$ cat src/hw/pmt8_pkg.sv
// constants, register map and bus carrier types of the period match timer
package pmt8_pkg;
  localparam int ADDR_W = 3;
  localparam int DATA_W = 8;
  // register offsets
  localparam logic [2:0] OFS_CONTROL = 3'h0;
  localparam logic [2:0] OFS_COUNT = 3'h1;
  localparam logic [2:0] OFS_PERIOD = 3'h2;
  localparam logic [2:0] OFS_IRQ_FLAGS = 3'h3;
  localparam logic [2:0] OFS_IRQ_ENABLES = 3'h4;
  // control field positions
  localparam int CTL_PRESCALE_LSB = 0;
  localparam int CTL_ON_BIT = 2;
  localparam int CTL_POSTSCALE_LSB = 3;
  localparam logic [7:0] CTL_WRITE_MASK = 8'h7f;
  // interrupt bit position in flag and enable registers
  localparam int IRQ_MATCH_BIT = 1;
  // reset values
  localparam logic [7:0] RST_CONTROL = 8'h00;
  localparam logic [7:0] RST_COUNT = 8'h00;
  localparam logic [7:0] RST_PERIOD = 8'hff;
  // instruction clock is the oscillator divided by four
  localparam int INSTR_DIV = 4;
  localparam logic [1:0] INSTR_LAST = 2'(INSTR_DIV - 1);
  // prescaler terminal counts
  localparam logic [3:0] PRE_LAST_DIV1 = 4'h0;
  localparam logic [3:0] PRE_LAST_DIV4 = 4'h3;
  localparam logic [3:0] PRE_LAST_DIV16 = 4'hf;

  typedef struct packed {
    logic [ADDR_W-1:0] addr;
    logic [DATA_W-1:0] wdata;
    logic wr;
    logic rd;
  } pmt8_bus_req_t;

  typedef struct packed {
    logic [3:0] postscale;
    logic on;
    logic [1:0] prescale;
  } pmt8_ctl_t;
endpackage : pmt8_pkg

$ cat src/hw/pmt8_timer.sv
// 8-bit period match timer with prescaler, postscaler and interrupt
//
// Chosen here: the address-and-strobe port and the register addresses.
`timescale 1ns/1ns
module pmt8_timer (
  // clock and reset
  input wire logic mclk,
  input wire logic resetn,
  // register port
  input wire pmt8_pkg::pmt8_bus_req_t bus_req,
  output logic [7:0] rdata_q,
  // interrupt
  output logic irq_q,
  // match outputs
  output logic ssp_shift_clk_q,
  output logic timebase_q
);
  logic [7:0] count_q, count_d;
  logic [7:0] period_q;
  logic [6:0] ctl_q;
  logic [1:0] div_q;
  logic [3:0] pre_q, pre_d;
  logic [3:0] post_q, post_d;
  logic flag_q, flag_d;
  logic en_q;
  pmt8_pkg::pmt8_ctl_t ctl;

  // decode
  wire wr_ctl = bus_req.wr && bus_req.addr == pmt8_pkg::OFS_CONTROL;
  wire wr_cnt = bus_req.wr && bus_req.addr == pmt8_pkg::OFS_COUNT;
  wire wr_per = bus_req.wr && bus_req.addr == pmt8_pkg::OFS_PERIOD;
  wire wr_flg = bus_req.wr && bus_req.addr == pmt8_pkg::OFS_IRQ_FLAGS;
  wire wr_ena = bus_req.wr && bus_req.addr == pmt8_pkg::OFS_IRQ_ENABLES;
  assign ctl = pmt8_pkg::pmt8_ctl_t'(ctl_q);

  // instruction tick, prescale limit, count tick
  wire instr_tick = div_q == pmt8_pkg::INSTR_LAST;
  wire [3:0] pre_last = ctl.prescale[1] ? pmt8_pkg::PRE_LAST_DIV16 :
                        ctl.prescale[0] ? pmt8_pkg::PRE_LAST_DIV4 : pmt8_pkg::PRE_LAST_DIV1;
  wire clr_scalers = wr_ctl || wr_cnt;
  wire run = ctl.on && !clr_scalers;
  wire count_tick = run && instr_tick && pre_q == pre_last;
  wire equal = count_q == period_q;
  wire match = count_tick && equal;
  wire post_done = match && post_q == ctl.postscale;

  always_comb begin
    pre_d = pre_q;
    if (clr_scalers) begin
      pre_d = 4'h0;
    end else if (run && instr_tick) begin
      pre_d = (pre_q == pre_last) ? 4'h0 : 4'(pre_q + 4'h1);
    end
  end

  always_comb begin
    post_d = post_q;
    if (clr_scalers) begin
      post_d = 4'h0;
    end else if (match) begin
      post_d = post_done ? 4'h0 : 4'(post_q + 4'h1);
    end
  end

  always_comb begin
    count_d = count_q;
    if (wr_cnt) begin
      count_d = bus_req.wdata;
    end else if (count_tick) begin
      count_d = equal ? 8'h00 : 8'(count_q + 8'h01);
    end
  end

  // sticky flag, set wins over a write-one clear
  always_comb begin
    flag_d = flag_q;
    if (wr_flg && bus_req.wdata[pmt8_pkg::IRQ_MATCH_BIT]) begin
      flag_d = 1'b0;
    end
    if (post_done) begin
      flag_d = 1'b1;
    end
  end

  // read mux
  logic [7:0] rd_mux;
  always_comb begin
    rd_mux = 8'h00;
    unique case (bus_req.addr)
      pmt8_pkg::OFS_CONTROL: rd_mux = {1'b0, ctl_q};
      pmt8_pkg::OFS_COUNT: rd_mux = count_q;
      pmt8_pkg::OFS_PERIOD: rd_mux = period_q;
      pmt8_pkg::OFS_IRQ_FLAGS: rd_mux = 8'(flag_q) << pmt8_pkg::IRQ_MATCH_BIT;
      pmt8_pkg::OFS_IRQ_ENABLES: rd_mux = 8'(en_q) << pmt8_pkg::IRQ_MATCH_BIT;
      default: rd_mux = 8'h00;
    endcase
  end

  always_ff @(posedge mclk) begin
    if (!resetn) begin
      count_q <= pmt8_pkg::RST_COUNT;
      period_q <= pmt8_pkg::RST_PERIOD;
      ctl_q <= pmt8_pkg::RST_CONTROL[6:0];
      pre_q <= 4'h0;
      post_q <= 4'h0;
      div_q <= 2'h0;
      flag_q <= 1'b0;
      en_q <= 1'b0;
    end else begin
      count_q <= count_d;
      pre_q <= pre_d;
      post_q <= post_d;
      flag_q <= flag_d;
      div_q <= 2'(div_q + 2'h1);
      if (wr_per) begin
        period_q <= bus_req.wdata;
      end
      if (wr_ctl) begin
        ctl_q <= bus_req.wdata[6:0];
      end
      if (wr_ena) begin
        en_q <= bus_req.wdata[pmt8_pkg::IRQ_MATCH_BIT];
      end
    end
  end

  always_ff @(posedge mclk) begin
    if (!resetn) begin
      rdata_q <= 8'h00;
      irq_q <= 1'b0;
      ssp_shift_clk_q <= 1'b0;
      timebase_q <= 1'b0;
    end else begin
      rdata_q <= bus_req.rd ? rd_mux : 8'h00;
      irq_q <= flag_d && (wr_ena ? bus_req.wdata[pmt8_pkg::IRQ_MATCH_BIT] : en_q);
      ssp_shift_clk_q <= match;
      timebase_q <= match;
    end
  end
endmodule : pmt8_timer

$ cat config.mk
export PLATFORM = sky130hd
export DESIGN_NAME = pmt8_timer
export DESIGN_NICKNAME = d
export VERILOG_FILES = /design/src/hw/pmt8_pkg.sv /design/src/hw/pmt8_timer.sv
export SDC_FILE = /design/constraint.sdc
export NUM_CORES = 1
export LEC_CHECK = 0
export BUFFER_PORTS_ARGS = -buffer_cell sky130_fd_sc_hd__buf_2
export CAP_MARGIN = 20
export CORE_MARGIN = 5
export CORE_UTILIZATION = 57
export DETAILED_ROUTE_END_ITERATION = 16
export GPL_TIMING_DRIVEN = 1
export PLACE_DENSITY = 0.78
export SLEW_MARGIN = 10
export SYNTH_ARGS = -nofsm -noshare
export SYNTH_HDL_FRONTEND = slang
export SYNTH_SLANG_ARGS = --single-unit
$ cat constraint.sdc
create_clock -name mclk -period 2.6 [get_ports mclk]
set_input_delay 0.39 -clock mclk [delete_from_list [all_inputs] [get_ports mclk]]
set_output_delay 0.39 -clock mclk [all_outputs]
set_load 0.01 [all_outputs]
### Word level (Yosys, flattened, before mapping)

Index checks and enable logic that the tools add are counted.

| word-level totals | value |
|---|---|
| output and inout port bits | 11 |
| memories kept | 0 |
| RAM bits | 0 |
| bits in registers | 45 |
| latch bits | 0 |
| memory bits (read-only) | 0 |

| operators by class | value |
|---|---|
| reductions and logical operators | 18 |
| eq/ne operators | 8 |
| shift-type cells | 0 |
| $mul | 0 |
| order comparisons | 0 |
| mux-type cells | 11 |
| bitwise gates (word level) | 1 |
| add/sub/neg operators | 4 |
| divide/modulo/power cells | 0 |

Operators with widths:

| cell | count |
|---|---|
| 8-bit one-hot mux with 5 select lines | 1 |
| 8-bit 2-to-1 mux | 3 |
| 1-bit logical AND | 12 |
| 4-bit 2-to-1 mux | 3 |
| 4-bit by 1-bit adder with 4-bit output, second input constant | 2 |
| 8-bit by 1-bit adder with 8-bit output, second input constant | 1 |
| 4-bit equality test | 2 |
| 8-bit equality test | 1 |
| 3-bit by 2-bit equality test with 1-bit output, second input constant | 2 |
| 3-bit by 1-bit equality test with 1-bit output, second input constant | 1 |
| 3-bit equality test, second input constant | 1 |
| 3-bit zero test | 1 |
| 1-bit 2-to-1 mux | 3 |
| 2-bit by 1-bit adder with 2-bit output, second input constant | 1 |
| 2-bit equality test, second input constant | 1 |
| 2-bit 2-to-1 mux | 1 |
| 2-bit AND reduction | 1 |
| 2-bit nonzero test | 1 |
| 2-bit OR reduction | 1 |
| 1-bit zero test | 1 |
| 1-bit logical OR | 1 |
| 1-bit inverter | 1 |

### Longest topological paths before layout

Gate-level depths: netlist of run 1.

| depth | value |
|---|---|
| depth in word-level cells | 11 |
| mapped depth | 7 |
| depth with buffers taken out | 6 |

### Least setup slack after synthesis of run 1

Ideal clock, no wire load.

| timing path | value |
|---|---|
| path type | register -> register |
| start point | register pre_q[2] |
| end point | register post_q[3] |
| arrival time | 1.957 ns |
| setup time | 0.073 ns |
| setup slack | 0.570 ns |
| stages on the path, launching flop included | 6 |
| buffers on the path | 0 |
| path through | dfxtp_1 > or4b_1 > a21oi_4 > o2111ai_2 > or4b_1 > a21oi_1 |

| on the way | value |
|---|---|
| cells in the longest elaborated chain, start to end | 5 |

Ends and longest elaborated chain:

| item | line | source |
|---|---|---|
| from (decl) | pmt8_timer.sv:22 | `logic [3:0] pre_q, pre_d;` |
| from (signal assigned) | pmt8_timer.sv:111 | `pre_q <= pre_d;` |
| 4-bit equality test * | pmt8_timer.sv:42 | `wire count_tick = run && instr_tick && pre_q == pre_last;` |
| 1-bit logical AND * | pmt8_timer.sv:42 |  |
| 1-bit logical AND * | pmt8_timer.sv:44 | `wire match = count_tick && equal;` |
| 1-bit logical AND | pmt8_timer.sv:45 | `wire post_done = match && post_q == ctl.postscale;` |
| 4-bit 2-to-1 mux | pmt8_timer.sv:61 | `post_d = post_done ? 4'h0 : 4'(post_q + 4'h1);` |
| to (signal assigned) | pmt8_timer.sv:112 | `post_q <= post_d;` |
| to (decl) | pmt8_timer.sv:23 | `logic [3:0] post_q, post_d;` |

Mark *: on every way between the ends. The rest lies on a longest branch, timed or not.
A chain may end at the register's enable or synchronous reset.

### Worst setup path after layout of run 1

Ends and elaborated chain as after synthesis.

==> results.py, run 1 <==
metrics = {
    "floorplan": {
        "placementRows": 22,
        "die_h_um": 72.5,
        "coreArea_um2": 3720,
        "initial_utilization": 0.599,
        "io_pins": 26,
        "die_w_um": 72.5,
        "die-area_um2": 5250,
    },
    "synth": {
        "synth_cell_type_count": 41,
        "ys.flop_type": "dfxtp_1",
        "synth-adder-area-share": 0.0225,
        "synth-simple-area-share": 0.293,
        "ys_warn_count": 0,
        "synth_edf_count": 0,
        "synth_compound_area_frac": 0.130,
        "synth_top_family_by_area": "simple AND/OR/NAND/NOR gates",
        "ys_seq_area_frac": 0.405,
        "synthCells": 269,
        "synthMuxAreaShare": 0.0506,
        "synth_xor_area_frac": 0.0669,
        "netlist_area_um2": 2230,
        "async_flop_share": 0,
        "avgSynthCellArea_um2": 8.27,
        "synth_fp_nets": 288,
        "ys_seq_elements": 45,
    },
    "drt": {
        "antenna_left": 0,
        "routedWlPerCell_um": 15.2,
        "num_vias": 1956,
        "wl_mm": 5.16,
        "dr.pass1.iters": 4,
        "drc_errors": 0,
        "drt_iter0_drc": 135,
        "viasPerCell": 5.77,
    },
    "worst_hold_path": {
        "holdCritPathClass": "primary input to flop",
    },
    "setup_path": {
        "path_class": "flop to flop",
        "crit_path_start_kind": "flop",
        "worstPathRequired_ps": 2840,
        "arrival_ps": 2490,
        "crit_path_end_kind": "flop",
        "cp_max_fo": 8,
    },
    "placed_design": {
        "gp_congestion": 0.886,
        "io_buffers": 25,
        "dp_hpwl_mm": 3.79,
        "placed_area_um2": 2360,
    },
    "layout": {
        "synthToLayoutAreaGrowth_pct": 11.4,
        "final_area_um2": 2480,
        "multi_input_area_um2": 1250,
        "diodes": 0,
        "fillers": 343,
        "register_area_um2": 901,
        "drive_gt1_frac": 0.141,
        "nets": 309,
    },
    "grt": {
        "antenna_found_initial": 0,
        "grt_pass1_vias": 1858,
        "grt_max_degree": 20,
        "grt_overflow": 0,
        "grt_pass1_wl_mm": 8.54,
        "grt_use_total": 0.210,
    },
    "timing": {
        "worst_pin_slew_ps": 762,
        "clock-skew-final_ps": 17.0,
        "slew_headroom": 0.488,
        "hold_viol": 0,
        "finalCritPeriodShare": 0.866,
        "max_freq_mhz": 444,
        "finalSetupViolations": 0,
        "rsz0062_at_grt": "no",
        "fin_tns_setup_ps": 0,
        "timing.final.max_slew_violations": 0,
        "finalCriticalPeriod_ps": 2250,
    },
    "cts": {
        "clock_latency_ps": 300,
        "cts_buffers": 5,
        "cts_num_sinks": 45,
        "clkTransAtPathRegs_ps": 90,
        "post_cts.repair.setup_buffers": 0,
        "cts_tree": "built",
        "hold_buffers": 0,
        "clockRootBuffer": "clkbuf_8",
        "clock_path_buffers": 2,
        "cts_resized": 0,
        "h-tree-depth": 2,
    },
    "power": {
        "ir_drop_mv": 0.425,
        "p_int_mw": 1.06,
        "p_sw_uw": 314,
        "power.leakage_nw": 0.997,
        "seqPwrFrac": 0.522,
        "power_frac_comb": 0.083,
        "switching_share": 0.228,
        "power.share.clock": 0.395,
        "power.density_nw_per_um2": 555,
    },
    "job": {
        "cap_violations": 0,
    },
    "status": {
        "status": "finished, final reports clean",
    },
}
-- layout make-up --
type | count | area share
multi-input cells | 209 | 0.506
well taps | 48 | 0.0242
clock inverters | 1 | 0.0121
repair buffers | 27 | 0.0565
flip-flops and latches | 45 | 0.363
inverters | 2 | 0.00303
clock buffers | 7 | 0.0348
-- cell families (layout without fill, tap and decap cells) --
family	after synthesis	after routing
multiplexers	10	10
flip-flops	45	45
XOR/XNOR	17	17
adder cells (fa/ha/maj)	4	4
AO/OA/AOI/OAI	48	48
buffers and inverters	15	37
AND/OR/NAND/NOR	130	130
-- worst max-delay path, cell delays in order (launching register included) --
cell and delay, ps:
dfxtp_1 360, or3_1 410, nor4_2 410, o2111ai_2 280, or4b_1 560, a21oi_1 150
-- state kept, by name, summed over array words and instances (netlist names) --
| register | count |
|---|---|
| count_q | 8 |
| en_q | 1 |
| pre_q | 4 |
| flag_q | 1 |
| ctl | 7 |
| period_q | 8 |
| timebase_q | 1 |
| post_q | 4 |
| rdata_q | 8 |
| div_q | 2 |
| irq_q | 1 |
-- stage by stage --
step                      setup slack (ps)  total power [mW]  hold WS, ps  utilization  cells
final                                  349              1.38          330        0.667    339
after global routing                   197              1.44          343        0.667    339
after global placement                 501             0.845          411        0.636    331
after CTS                              385              1.38          327        0.667    339
after floorplan                        570             0.810          399            -    269
after detailed placement               418             0.848          422        0.636    331
-- power groups by stage --
stage	Clock (mW)	Sequential, mW	Combinational [mW]
after floorplan	0	0.731	0.0796
after global placement	0	0.734	0.112
after detailed placement	0	0.734	0.113
after CTS	0.552	0.718	0.114
after global routing	0.588	0.721	0.126
final	0.543	0.719	0.114
-- synthesized netlist by cell type, types with 2 or more instances --
cell type   n  area, um^2
o211ai_1    3        22.5
xnor2_1     6        52.6
nand2b_1    2        12.5
inv_1       2        7.51
nand4_1     2        12.5
nor2b_1     3        18.8
a31oi_1     6        37.5
nand2_1    46         173
and2_1      8        50.1
o21ai_1     2        10.0
ha_1        4        50.1
mux2i_1     9        90.1
or4b_1      3        30.0
nand3_1    23         115
dfxtp_1    45         901
nor3_1      6        30.0
nand3b_1    2        15.0
o21ai_0     9        45.0
a21oi_1    22         110
nor2_1     26        97.6
xor2_1     11        96.3
clkbuf_1    9        33.8
nor4_4      2        42.5
-- cell usage in the layout (no fill, tap or decap), types with 2 or more instances in the layout --
cell / instances
nand4_1: 2
buf_2: 25
nand2b_1: 2
nor2b_1: 3
nor3_1: 6
nand2_1: 46
mux2i_1: 9
or4b_1: 3
and2_1: 8
xnor2_1: 6
a31oi_1: 6
nand3_1: 23
xor2_1: 11
nor2_1: 26
nand3b_1: 2
a21oi_1: 22
dfxtp_1: 45
clkbuf_8: 6
o211ai_1: 3
o21ai_0: 9
inv_1: 2
o21ai_1: 2
buf_4: 2
ha_1: 4
nor4_4: 2
-- layer usage --
layer | routed length [um] | track usage | vias to the layer above
met5 | 0 | 0 | -
met4 | 104 | 0.0758 | 0
met3 | 399 | 0.0554 | 11
met2 | 2290 | 0.329 | 65
met1 | 2370 | 0.277 | 910
li1 | - | - | 970
-- worst paths after layout --
check / start / end / slack [ps] / depth (start not counted)
setup / recovery: pre_q[2]$_SDFFE_PP0P_ / post_q[3]$_SDFFE_PP0P_ / 350 / 5
hold / removal: bus_req[9] / period_q[7]$_SDFFE_PN1P_ / 330 / 3
setup reg to reg: pre_q[2]$_SDFFE_PP0P_ / post_q[3]$_SDFFE_PP0P_ / 350 / 5
hold reg to reg: div_q[0]$_SDFF_PN0_ / div_q[0]$_SDFF_PN0_ / 440 / 1
Note: power is estimated with default switching activity, not from simulation.
==> run 2: changes to the inputs <==
Settings changed: REMOVE_ABC_BUFFERS set to 1.
Clock period 2.6 ns to 2.55 ns, I/O delays scaled along.
==> run 2 against run 1 <==
Cell count up 0.29%. Die area did not move. Sequential share of layout area down 0.091 points. Critical path type unchanged. Highest routed layer unchanged.
==> results.py, run 2 (synthesized netlist as in run 1, its figures left out) <==
metrics = {
    "setup_path": {
        "arrival_ps": 2500,
        "cp_max_fo": 8,
        "reg2regPathDepth": 5,
        "path_class": "flop to flop",
        "worstReg2RegStart": "pre_q[2]$_SDFFE_PP0P_",
        "worstPathRequired_ps": 2790,
        "timing.rr.end": "post_q[3]$_SDFFE_PP0P_",
        "crit_path_end_kind": "flop",
        "endpoint": "post_q[3]$_SDFFE_PP0P_",
        "crit_path_start_kind": "flop",
        "crit_path_start": "pre_q[2]$_SDFFE_PP0P_",
        "rrSetupSlack_ps": 300,
    },
    "cts": {
        "post_cts.repair.setup_buffers": 0,
        "clock_path_buffers": 2,
        "cts_buffers": 5,
        "h-tree-depth": 2,
        "clock_latency_ps": 310,
        "cts_tree": "built",
        "cts_num_sinks": 45,
        "cts_resized": 0,
        "hold_buffers": 0,
        "clkTransAtPathRegs_ps": 90,
        "clockRootBuffer": "clkbuf_8",
    },
    "drt": {
        "antenna_left": 0,
        "routedWlPerCell_um": 15.5,
        "dr.pass1.iters": 4,
        "viasPerCell": 5.67,
        "wl_mm": 5.29,
        "drt_iter0_drc": 224,
        "drc_errors": 0,
        "num_vias": 1929,
    },
    "worst_hold_path": {
        "hold_path.startpoint": "bus_req[9]",
        "holdCritPathClass": "primary input to flop",
    },
    "floorplan": {
        "die_h_um": 72.5,
        "die-area_um2": 5250,
        "initial_utilization": 0.599,
        "die_w_um": 72.5,
        "coreArea_um2": 3720,
        "io_pins": 26,
        "placementRows": 22,
    },
    "placed_design": {
        "dp_hpwl_mm": 3.79,
        "io_buffers": 25,
        "gp_congestion": 0.842,
    },
    "timing": {
        "clock-skew-final_ps": 8.74,
        "fin_tns_setup_ps": 0,
        "slew_headroom": 0.438,
        "finalCriticalPeriod_ps": 2250,
        "worst_pin_slew_ps": 836,
        "max_freq_mhz": 444,
        "finalSetupViolations": 0,
        "holdWs_ps": 304,
        "finalCritPeriodShare": 0.884,
        "hold_viol": 0,
        "rsz0062_at_grt": "no",
        "timing.final.max_slew_violations": 0,
    },
    "layout": {
        "final_common_cell": "nand2_1",
        "drive_gt1_frac": 0.147,
        "fillers": 335,
        "largestRegisters": "count_q: 8 flops, period_q: 8 flops, rdata_q: 8 flops",
        "nets": 310,
        "layout_common_cells": "nand2_1, dfxtp_1, nor2_1",
        "synthToLayoutAreaGrowth_pct": 11.6,
        "diodes": 0,
    },
    "grt": {
        "grt_overflow": 0,
        "grt_pass1_vias": 1837,
        "antenna_found_initial": 0,
        "grt_max_degree": 20,
        "grt_use_total": 0.219,
        "grt_pass1_wl_mm": 8.91,
    },
    "power": {
        "power.total_mw": 1.41,
        "power.density_nw_per_um2": 566,
        "ir_drop_mv": 0.331,
        "power.leakage_nw": 0.998,
    },
    "job": {
        "cap_violations": 0,
    },
    "status": {
        "status": "finished, final reports clean",
    },
}
[run 2: final cells by class]
type                       count  area [um^2]  share of cell area
multi-input combinational    209         1250               0.505
sequential                    45          901               0.363
timing repair buffer          28          148              0.0594
clock buffer                   5         68.8              0.0277
tap                           48         60.1              0.0242
clock inverter                 3         46.3              0.0186
inverter                       2         7.51             0.00302
[run 2: critical path: stages, from the launching register on]
cell and delay, ps:
dfxtp_1 360, or3_1 420, nor4_2 410, o2111ai_2 290, or4b_1 560, a21oi_1 150
[run 2: per-stage QoR]
stage / util / worst slack [ps] / cell area [um^2] / cells
2_1_floorplan: - / 522 / 2160 / 256
3_3_place_gp: 0.638 / 451 / 2370 / 332
3_5_place_dp: 0.638 / 357 / 2370 / 332
4_1_cts: 0.669 / 308 / 2480 / 340
5_1_grt: 0.669 / 156 / 2480 / 340
6_report: 0.669 / 296 / 2480 / 340
[run 2: how the worst min path moves through the flow]
stage,cells past startpoint,end
after global placement,1,div_q[0]$_SDFF_PN0_
after detailed placement,1,div_q[0]$_SDFF_PN0_
final,3,period_q[7]$_SDFFE_PN1P_
after CTS,3,period_q[7]$_SDFFE_PN1P_
after global routing,3,rdata_q[1]$_SDFF_PN0_
after floorplan,1,div_q[0]$_SDFF_PN0_
[run 2: per-layer routing]
| metal | share of wire | global-route usage | vias up |
|---|---|---|---|
| li1 | - | - | 974 |
| met1 | 0.46 | 0.292 | 888 |
| met2 | 0.45 | 0.350 | 61 |
| met3 | 0.073 | 0.0512 | 6 |
| met4 | 0.014 | 0.0676 | 0 |
| met5 | 0 | 0 | - |
[run 2: power by group]
group	leakage, nW	total (mW)	switching, mW	internal [mW]
registers	0.365	0.733	0.0148	0.718
logic	0.579	0.119	0.0727	0.0463
clock network	0.0543	0.555	0.261	0.293
